**config.mk**
```make
export PLATFORM = sky130hd
export DESIGN_NAME = eqw_write_lock
export DESIGN_NICKNAME = d
export VERILOG_FILES = /design/src/pkg/eqw_pkg.sv /design/src/eqw_write_lock.sv
export SDC_FILE = /design/constraint.sdc
export NUM_CORES = 1
export LEC_CHECK = 0
export BUFFER_PORTS_ARGS = -buffer_cell sky130_fd_sc_hd__buf_4
export CELL_PAD_IN_SITES_DETAIL_PLACEMENT = 1
export CELL_PAD_IN_SITES_GLOBAL_PLACEMENT = 2
export CORE_MARGIN = 5
export CORE_UTILIZATION = 39
export DETAILED_ROUTE_END_ITERATION = 8
export PLACE_DENSITY_LB_ADDON = 0.1
export SLEW_MARGIN = 5
export SYNTH_ARGS = -nofsm -noshare
export SYNTH_HDL_FRONTEND = slang
export SYNTH_SLANG_ARGS = --single-unit
```
**constraint.sdc**
```tcl
create_clock -name ref_clk_i -period 2.68 [get_ports ref_clk_i]
set_input_delay 0.536 -clock ref_clk_i [delete_from_list [all_inputs] [get_ports ref_clk_i]]
set_output_delay 0.536 -clock ref_clk_i [all_outputs]
set_load 0.02 [all_outputs]
```
**src/pkg/eqw_pkg.sv**
```systemverilog
// Package for the two-wire EEPROM write path with quadrant locking.
// Assumes a 50 MHz block clock and a partner-driven serial clock.
`default_nettype none

package eqw_pkg;

   // Block clock and programming time
   localparam int unsigned CLK_MHZ          = 50;
   localparam int unsigned PROG_TIME_MAX_US = 5000;   // programming_time_max
   localparam int unsigned PROG_CYCLES      = PROG_TIME_MAX_US * CLK_MHZ;
   localparam int unsigned PCNT_W           = 18;

   // Device address byte fields
   localparam logic [3:0] DEV_ARRAY  = 4'ha;          // Array access type
   localparam logic [3:0] DEV_PROT   = 4'h6;          // Protection type
   localparam logic [2:0] CLR_CODE   = 3'h3;          // Lock clear code
   localparam logic [2:0] QID_Q0     = 3'h1;          // Quadrant identifiers
   localparam logic [2:0] QID_Q1     = 3'h4;
   localparam logic [2:0] QID_Q2     = 3'h5;
   localparam logic [2:0] QID_Q3     = 3'h0;

   // Page geometry and reset values
   localparam int unsigned PAGE_BYTES = 16;
   localparam logic [3:0]  BIT_LAST   = 4'h8;         // Bits per byte
   localparam logic [3:0]  LOCK_RESET = 4'h0;

   typedef enum logic [2:0] {
      PH_IDLE, PH_DEV, PH_WORD, PH_DATA, PH_SKIP
   } eqw_phase_t;

   typedef enum logic [2:0] {
      CMD_NONE, CMD_ARRAY, CMD_SET, CMD_CLR, CMD_QRY
   } eqw_cmd_t;

   // Array programming port
   typedef struct packed {
      logic       we;
      logic [8:0] addr;
      logic [7:0] data;
   } eqw_mem_wr_t;

   // Whole block state
   typedef struct packed {
      logic              scl_s1, scl_s2, scl_s3;
      logic              sda_s1, sda_s2, sda_s3;
      logic              hv_s1, hv_s2;
      logic [2:0]        hwa_s1, hwa_s2;
      eqw_phase_t        phase;
      eqw_cmd_t          cmd;
      logic [3:0]        bcnt;
      logic              ack_slot;
      logic [7:0]        shreg;
      logic [1:0]        quad;
      logic [7:0]        addr;
      logic              half;
      logic [15:0][7:0]  page;
      logic [15:0]       valid;
      logic              armed;
      logic              busy;
      logic [PCNT_W-1:0] pcnt;
      logic              sda_out;
      logic              sda_oe;
      eqw_mem_wr_t       mem;
      logic [3:0]        lock;
   } eqw_state_t;

endpackage

`default_nettype wire

```
**src/eqw_write_lock.sv**
```systemverilog
// Write path of a 512-byte two-wire EEPROM slave with quadrant locks.
// Assumes scl/sda/hv/address pins come from outside this clock domain;
// half_select_i comes from neighbouring logic on the same clock.
//
// What this block does
// - Write is Start, address byte with write bit, word address, data.
// - Locked quadrant: data byte refused, no cycle; set on locked refused.
// - Byte write: ack address, word, data; Stop starts timed programming.
// - During programming all bus inputs are ignored, no response.
// - Page write stores 1 to 16 bytes sharing address bits 7..4.
// - Further data bytes each acked; closing Stop starts programming.
// - Only low four address bits increment, wrapping within the page.
// - Address bytes refused while programming, acked once finished.
// - Array accesses during the programming interval are not processed.
// - Quadrant identifiers 001, 100, 101, 000 map quadrants 0 to 3.
// - Lock set is 0110 MMM 0 with high voltage; locks one quadrant.
// - Lock persists until lock clear or reset; either unlocks all four.
// - Lock clear is 01100110 with high voltage, two bytes, Stop.
// - Lock query acks address if unlocked; refuses next two bytes.
// - Array type bits 1010, protection type bits 0110.
`default_nettype none

module eqw_write_lock
   import eqw_pkg::*;
#(
   parameter int unsigned PROG_CYCLES_P = eqw_pkg::PROG_CYCLES
) (
   input  wire logic                 ref_clk_i,
   input  wire logic                 reset_i,
   input  wire logic                 scl_i,
   input  wire logic                 sda_i,
   input  wire logic                 hv_i,
   input  wire logic [2:0]           hw_addr_i,
   input  wire logic                 half_select_i,
   output var  logic                 sda_o,
   output var  logic                 sda_oe_o,
   output var  logic                 busy_o,
   output var  logic [3:0]           lock_o,
   output var  eqw_pkg::eqw_mem_wr_t mem_o
);
   import eqw_pkg::*;

   // Programming time must cover the page walk and fit the counter
   if (PROG_CYCLES_P <= PAGE_BYTES || PROG_CYCLES_P >= (1 << PCNT_W)) begin
      $error("PROG_CYCLES_P out of range");
   end

   localparam logic [PCNT_W-1:0] PCNT_LAST =
      PCNT_W'(PROG_CYCLES_P - 1);
   localparam logic [PCNT_W-1:0] PCNT_PAGE = PCNT_W'(PAGE_BYTES);

   eqw_state_t st_q;
   eqw_state_t st_d;

   ////////////////////////////////////////////////////////////////////////
   // Quadrant identifier decode

   // Identifier code to quadrant index, with a validity flag
   function automatic logic [2:0] quad_decode(input logic [2:0] code);
      logic [2:0] r;
      r = 3'h0;
      case (code)
         QID_Q0:  r = 3'h4;
         QID_Q1:  r = 3'h5;
         QID_Q2:  r = 3'h6;
         QID_Q3:  r = 3'h7;
         default: r = 3'h0;
      endcase
      return r;
   endfunction

   ////////////////////////////////////////////////////////////////////////
   // Bus events from the synchronised pins

   logic       scl_rise;
   logic       scl_fall;
   logic       start_ev;
   logic       stop_ev;
   logic [2:0] qdec;
   logic [1:0] arr_quad;

   // Edges and Start/Stop seen on the second and third stages
   assign scl_rise = st_q.scl_s2 & ~st_q.scl_s3;
   assign scl_fall = ~st_q.scl_s2 & st_q.scl_s3;
   assign start_ev = st_q.scl_s2 & st_q.scl_s3 & st_q.sda_s3 & ~st_q.sda_s2;
   assign stop_ev  = st_q.scl_s2 & st_q.scl_s3 & ~st_q.sda_s3 & st_q.sda_s2;
   assign qdec     = quad_decode(st_q.shreg[3:1]);
   assign arr_quad = {st_q.half, st_q.addr[7]};

   ////////////////////////////////////////////////////////////////////////
   // Next-state logic

   always_comb begin
      st_d        = st_q;
      st_d.scl_s1 = scl_i;
      st_d.scl_s2 = st_q.scl_s1;
      st_d.scl_s3 = st_q.scl_s2;
      st_d.sda_s1 = sda_i;
      st_d.sda_s2 = st_q.sda_s1;
      st_d.sda_s3 = st_q.sda_s2;
      st_d.hv_s1  = hv_i;
      st_d.hv_s2  = st_q.hv_s1;
      st_d.hwa_s1 = hw_addr_i;
      st_d.hwa_s2 = st_q.hwa_s1;
      st_d.mem.we = 1'b0;
      st_d.sda_out = 1'b0;

      if (st_q.busy) begin
         // Self-timed cycle; bus is not looked at
         st_d.pcnt = st_q.pcnt + 1'b1;
         if (st_q.cmd == CMD_ARRAY && st_q.pcnt < PCNT_PAGE) begin
            st_d.mem.we   = st_q.valid[st_q.pcnt[3:0]];
            st_d.mem.addr = {st_q.half, st_q.addr[7:4], st_q.pcnt[3:0]};
            st_d.mem.data = st_q.page[st_q.pcnt[3:0]];
         end
         if (st_q.pcnt == PCNT_LAST) begin
            st_d.busy  = 1'b0;
            st_d.armed = 1'b0;
            st_d.valid = '0;
         end
      end else if (stop_ev) begin
         // Stop ends the transfer and launches an armed cycle
         st_d.phase    = PH_IDLE;
         st_d.sda_oe   = 1'b0;
         st_d.ack_slot = 1'b0;
         if (st_q.armed) begin
            st_d.busy = 1'b1;
            st_d.pcnt = '0;
            if (st_q.cmd == CMD_SET) begin
               st_d.lock[st_q.quad] = 1'b1;
            end
            if (st_q.cmd == CMD_CLR) begin
               st_d.lock = '0;
            end
         end
      end else if (start_ev) begin
         // Start, repeated or not, drops anything not yet launched
         st_d.phase    = PH_DEV;
         st_d.cmd      = CMD_NONE;
         st_d.bcnt     = '0;
         st_d.ack_slot = 1'b0;
         st_d.sda_oe   = 1'b0;
         st_d.armed    = 1'b0;
         st_d.valid    = '0;
      end else if (st_q.phase != PH_IDLE) begin
         // Shift in one bit per rising serial clock
         if (scl_rise && !st_q.ack_slot && st_q.bcnt != BIT_LAST) begin
            st_d.shreg = {st_q.shreg[6:0], st_q.sda_s2};
            st_d.bcnt  = st_q.bcnt + 1'b1;
         end
         if (scl_fall && st_q.ack_slot) begin
            // End of acknowledge slot: release the line
            st_d.ack_slot = 1'b0;
            st_d.sda_oe   = 1'b0;
            st_d.bcnt     = '0;
         end else if (scl_fall && st_q.bcnt == BIT_LAST) begin
            // Byte complete: decide acknowledge and next phase
            st_d.ack_slot = 1'b1;
            st_d.sda_oe   = 1'b0;
            st_d.phase    = PH_SKIP;
            case (st_q.phase)
               PH_DEV: begin
                  if (st_q.shreg[7:4] == DEV_ARRAY &&
                      st_q.shreg[3:1] == st_q.hwa_s2 &&
                      !st_q.shreg[0]) begin
                     st_d.cmd    = CMD_ARRAY;
                     st_d.sda_oe = 1'b1;
                     st_d.phase  = PH_WORD;
                  end else if (st_q.shreg[7:4] == DEV_PROT) begin
                     if (!st_q.shreg[0] && st_q.hv_s2 &&
                         st_q.shreg[3:1] == CLR_CODE) begin
                        st_d.cmd    = CMD_CLR;
                        st_d.sda_oe = 1'b1;
                        st_d.phase  = PH_WORD;
                     end else if (qdec[2] && !st_q.shreg[0] &&
                                  st_q.hv_s2 &&
                                  !st_q.lock[qdec[1:0]]) begin
                        st_d.cmd    = CMD_SET;
                        st_d.quad   = qdec[1:0];
                        st_d.sda_oe = 1'b1;
                        st_d.phase  = PH_WORD;
                     end else if (qdec[2] && st_q.shreg[0]) begin
                        st_d.cmd    = CMD_QRY;
                        st_d.sda_oe = !st_q.lock[qdec[1:0]];
                     end
                  end
               end
               PH_WORD: begin
                  st_d.sda_oe = 1'b1;
                  st_d.phase  = PH_DATA;
                  if (st_q.cmd == CMD_ARRAY) begin
                     st_d.addr = st_q.shreg;
                     st_d.half = half_select_i;
                  end
               end
               PH_DATA: begin
                  if (st_q.cmd == CMD_ARRAY) begin
                     if (st_q.lock[arr_quad]) begin
                        st_d.armed = 1'b0;
                     end else begin
                        st_d.page[st_q.addr[3:0]]  = st_q.shreg;
                        st_d.valid[st_q.addr[3:0]] = 1'b1;
                        st_d.addr[3:0] = st_q.addr[3:0] + 1'b1;
                        st_d.armed  = 1'b1;
                        st_d.sda_oe = 1'b1;
                        st_d.phase  = PH_DATA;
                     end
                  end else if (st_q.hv_s2) begin
                     st_d.armed  = 1'b1;
                     st_d.sda_oe = 1'b1;
                  end else begin
                     st_d.armed  = 1'b0;
                  end
               end
               default: begin
                  st_d.sda_oe = 1'b0;
               end
            endcase
         end
      end
   end

   ////////////////////////////////////////////////////////////////////////
   // State register

   always_ff @(posedge ref_clk_i) begin
      if (reset_i) begin
         st_q          <= '0;
         st_q.scl_s1   <= 1'b1;
         st_q.scl_s2   <= 1'b1;
         st_q.scl_s3   <= 1'b1;
         st_q.sda_s1   <= 1'b1;
         st_q.sda_s2   <= 1'b1;
         st_q.sda_s3   <= 1'b1;
         st_q.phase    <= PH_IDLE;
         st_q.cmd      <= CMD_NONE;
         st_q.lock     <= LOCK_RESET;
      end else begin
         st_q <= st_d;
      end
   end

   // Outputs straight from the state register
   assign sda_o    = st_q.sda_out;
   assign sda_oe_o = st_q.sda_oe;
   assign busy_o   = st_q.busy;
   assign lock_o   = st_q.lock;
   assign mem_o    = st_q.mem;
endmodule

`default_nettype wire

```
Word level (Yosys, flattened, before mapping)

Cells that the tools add are included.
Widths: inputs -> output; s select.

Bits in read-only memories: 0
Flip-flop bits (word level): 232
Output and inout bits: 25
RAM bits: 0
Memories: 0
Bits of input ports: 9
Logic and storage cells: 229
Latch bits: 0

Mux-type cells: 75
$mul: 0
Bitwise gates (word level): 21
Equality and inequality tests: 25
Divide/modulo/power cells: 0
Order comparisons: 8
Shift-type cells: 0
Add/sub/neg operators: 3
Reductions and logical operators: 52

Operators by type and width:

| kind                  | count |
|---|---|
| $mux 156              | 2 |
| $mux 144              | 2 |
| $mux 175              | 1 |
| $mux 145              | 1 |
| $bwmux 128            | 1 |
| $mux 19               | 2 |
| $mux 36               | 1 |
| $mux 17               | 2 |
| $bmux 8 s4            | 1 |
| $demux 8 s4           | 1 |
| $mux 6                | 5 |
| $mux 4                | 7 |
| $reduce_bool 3->1     | 9 |
| $mux 8                | 3 |
| $reduce_and 8->1      | 3 |
| $mux 1                | 22 |
| $mux 3                | 7 |
| $add 18x1->18 const B | 1 |
| $eq 18x18->1 const B  | 1 |
| $lt 18x5->1 const B   | 1 |
| $mux 18               | 1 |
| $or 16x16->16         | 1 |
| $eq 3x2->1 const B    | 5 |
| $logic_and 1x1->1     | 15 |
| 42 further kinds      | 89 |

Logic depth before layout (Yosys ltp)

Word-level depth: 17
Mapped depth: 9
Gate-level depth less buffers: 8

Worst setup path after synthesis

OpenSTA, ideal clock, no wires.

Kind: reg2reg
From: register st_q[208] (netlist name)
To: register st_q[209] (netlist name)
Slack: 442 ps
Data arrival time: 2103 ps
Path buffers: 0
Period minus slack after synthesis: 2238 ps
Data required time: 2545 ps
Stages on the path, launching flop included: 9
Library setup time: 135 ps
Cells stage by stage: dfxtp_1 > inv_1 > ha_1 > and3b_1 > or4b_2 > a21o_1 > a211oi_2 > nand2b_1 > a21oi_1

Longest elaborated chain between the ends: 5
Elaborated cells on any way between the ends: 9
Classes of those cells: add/sub (1); eq/ne (1); mux (4); reduce/logical (3)

RTL lines:

| what                     | line                  | RTL |
|---|---|---|
| start: declaration       | eqw_write_lock.sv:52  | `eqw_state_t st_q;` |
| start signal: assignment | eqw_write_lock.sv:239 | `st_q <= st_d;` |
| $add 4x1->4              | eqw_write_lock.sv:149 | `st_d.bcnt = st_q.bcnt + 1'b1;` |
| $mux 4                   | eqw_write_lock.sv:147 | `if (scl_rise && !st_q.ack_slot && st_q.bcnt != BIT_LAST) begin` |
| $mux 4                   | eqw_write_lock.sv:151 | `if (scl_fall && st_q.ack_slot) begin` |
| $mux 175                 | eqw_write_lock.sv:145 | `end else if (st_q.phase != PH_IDLE) begin` |
| $mux 11                  | eqw_write_lock.sv:136 | `end else if (start_ev) begin` |

Parallel ways exist; a longest one is shown, timed or not. The select of a mux whose other input is x is not followed.
A chain may end at the register's enable or synchronous reset.

==> results.txt <==
CTS H-Tree Depth: 1
DRT iter0 DRCs: 469
Internal: 5.86 mW
DRT antenna net count: 0
Core Box Area: 27100 sq um
Max Freq: 394 MHz
Port Buffers: 32
# clock sinks: 231
CP max FO: 8
Post-layout instance area: 12200 sq um
Clock buffer depth: 3
Pwr dens: 610 nW/um^2
Max Cap Violations: 0
GRT Util Overall: 20.2%
Vias in the first global route: 8622
Syn-to-layout area delta: 13.1%
DRC viols: 0
Final Hold Viols: 0
Measured slew at the worst slew-check pin: 0.667 ns
Layout cell share with drive strength beyond 1: 21.9%
Synthesized flop and latch total: 231
Ports: 34
Req. time, crit path: 3.14 ns
Total grt overflow: 0
Die Ht: 176 um
Initial Util: 39.7%
DP HPWL: 21100 um
Main combinational cell family by area after synthesis: simple AND/OR/NAND/NOR gates
Top cell type's share of synthesized area: 42.9%
First-pass GRT wire length: 50100 um
Max IR drop VDD: 0.000404 V
Synthesized area: 10800 sq um
Post-synth top flop: dfxtp_1
Asr flop ratio synth: 0%
Net Switching: 1.56 mW
Crit path kind: flop to flop
Antenna Cells: 0
Worst path arrival time: 3.00 ns
Pin count of the biggest net entering global routing: 109
DRT Pass-1 Iters: 4
Combinational Power Share: 1.7%
Total power: 7.42 mW
CTS Root Cell: clkbuf_16
Num CTS Buffers: 28
Switching share of total power: 21.0%
Final-report max-slew violation count: 0
GPL Wtd Cong: 0.762
Fin nets: 1224
Relative slew margins: 55.6%
Clk_skew: 0.00991 ns
Synth warn: 0
Syn Inst Count: 1205
P_leak: 3.99 nW
Sequential element share of the synthesized area: 42.9%
Vias: 8507
Site row count: 60
Area share of xor/xnor cells in the synthesized design: 0.569%
DR WL/cell: 19.7 um
Compound-cell area share of the yosys netlist: 14.4%
Syn nets: 1221
Post-synthesis adder-cell area fraction: 0.813%
Die width: 176 um
Clock transition at path regs: 0.06 ns
Element type at the critical path end: flop
RSZ-0062 raised after global routing: yes
Mean Syn Cell Area: 8.94 sq um
Clock insertion delay at the later pin of the skew report: 0.53 ns
CTS tree: yes
DRT Wirelength: 31500 um
Area contributors post-synth: dfxtp_1 43%, nand2_1 12%, mux4_2 9.6%
Top cell type by total area after synthesis: dfxtp_1
Vias/cell: 5.31
Status: finished, final reports clean
# setup viols final: 0
Post-synth cell types: 70
Multiplexer share of the synthesized area: 11.6%
Final period util: 94.8%
Hold Crit Class: input port to flop
Minimum clock period: 2.54 ns
Die Area: 31000 sq um
DP Area: 11200 sq um
Number of synthesized flops with an enable pin: 0
Clk pwr share: 51.8%
Startpoint class of the critical path: flop
Initial antenna violation count: 1
Synth Area in Simple Gates: 23.0%
Sequential share of power: 46.5%
[through the flow]
stage                     setup slack (ns)  instances  utilization, %  TNS (ns)  hold WS, ns
after floorplan                      0.442       1205               -         0        0.389
after global placement               0.171       1550            41.4         0        0.392
after detailed placement            0.0909       1550            41.4         0        0.395
after CTS                           0.0768       1601            44.9         0        0.161
after global routing               -0.0108       1601            44.9   -0.0146        0.172
final                                0.140       1601            44.9         0        0.187
[worst max-delay path: stages (launching register included)]
cell and delay (ns):
dfxtp_1 0.37, mux4_2 0.59, or3_4 0.43, nor4_4 0.38, and2_1 0.43, nand2_1 0.12, a21oi_2 0.15
[final timing paths]
kind / startpoint / cells past startpoint / end / slack, ns
setup reg to reg: arr_quad[1] / 6 / flop / 0.14
hold reg to reg: st_d[230] / 1 / st_d[229] / 0.41
setup / recovery: arr_quad[1] / 6 / flop / 0.14
hold / removal: scl_i / 2 / st_d[230] / 0.19
[power by group through the flow]
stage | combinational [mW] | clock (mW) | sequential, mW
2_1_floorplan | 0.0852 | 0 | 3.52
3_3_place_gp | 0.127 | 0 | 3.52
6_report | 0.125 | 3.85 | 3.45
5_1_grt | 0.135 | 4.08 | 3.45
4_1_cts | 0.126 | 3.94 | 3.45
3_5_place_dp | 0.126 | 0 | 3.53
[Yosys cell counts, types with 10 or more instances]
cell type / n
inv_1: 10
and2_1: 20
nand2_1: 339
mux4_2: 46
a31oi_1: 22
mux2i_1: 16
a21oi_2: 64
nand3_1: 21
nor2b_1: 16
clkbuf_1: 41
dfxtp_1: 231
nor2_1: 71
buf_4: 38
buf_6: 16
a21oi_1: 98
[final cells by class]
| class | instances | area (sq um) |
|---|---|---|
| Clock buffer | 45 | 866 |
| Tap cell | 372 | 465 |
| Timing Repair Buffer | 81 | 664 |
| Fill cell | 3146 | 14900 |
| Multi-Input combinational cell | 855 | 5430 |
| Clock inverter | 6 | 80.1 |
| Sequential cell | 231 | 4630 |
| Inverter | 11 | 41.3 |
[metal layers]
layer	global-route usage, %	vias up	routed length (um)
met5	0	-	0
met4	4.13	0	572
met3	2.68	43	1200
met2	32.2	113	14100
met1	29.4	4218	15600
li1	-	4133	-
[layout by cell type, fill, tap and decap left out, types with 6 or more instances in the layout]
cell type | synthesis | final
clkbuf_8 | 0 | 9
and2_1 | 20 | 18
mux4_2 | 46 | 46
nand3_1 | 21 | 21
clkbuf_16 | 0 | 29
inv_1 | 10 | 10
clkbuf_1 | 41 | 8
o21ai_0 | 8 | 8
nor3_1 | 9 | 9
or2_2 | 9 | 9
nand4_1 | 7 | 7
dfxtp_1 | 231 | 229
mux2i_1 | 16 | 16
or3_1 | 7 | 7
a31oi_1 | 22 | 22
nand2b_1 | 6 | 6
nor2_1 | 71 | 71
a21oi_2 | 64 | 64
a21oi_1 | 98 | 98
nand2_1 | 339 | 339
nor4_1 | 6 | 6
nor2b_1 | 16 | 16
buf_4 | 38 | 76
ha_1 | 7 | 7
[cell families after synthesis]
family                   count (synthesis)
flip-flops                             231
AO/OA/AOI/OAI                          229
multiplexers                            67
adder cells (fa/ha/maj)                  7
AND/OR/NAND/NOR                        544
other                                    1
XOR/XNOR                                 7
buffers and inverters                  119
[repair_timing]
action                                  in CTS  in global routing
buffers inserted                             0                  0
endpoints found under the setup margin       0                  7
gates resized for setup                      0                  2
hold buffers                                 0                  0
No activity file was read; power rests on OpenSTA's default activity.
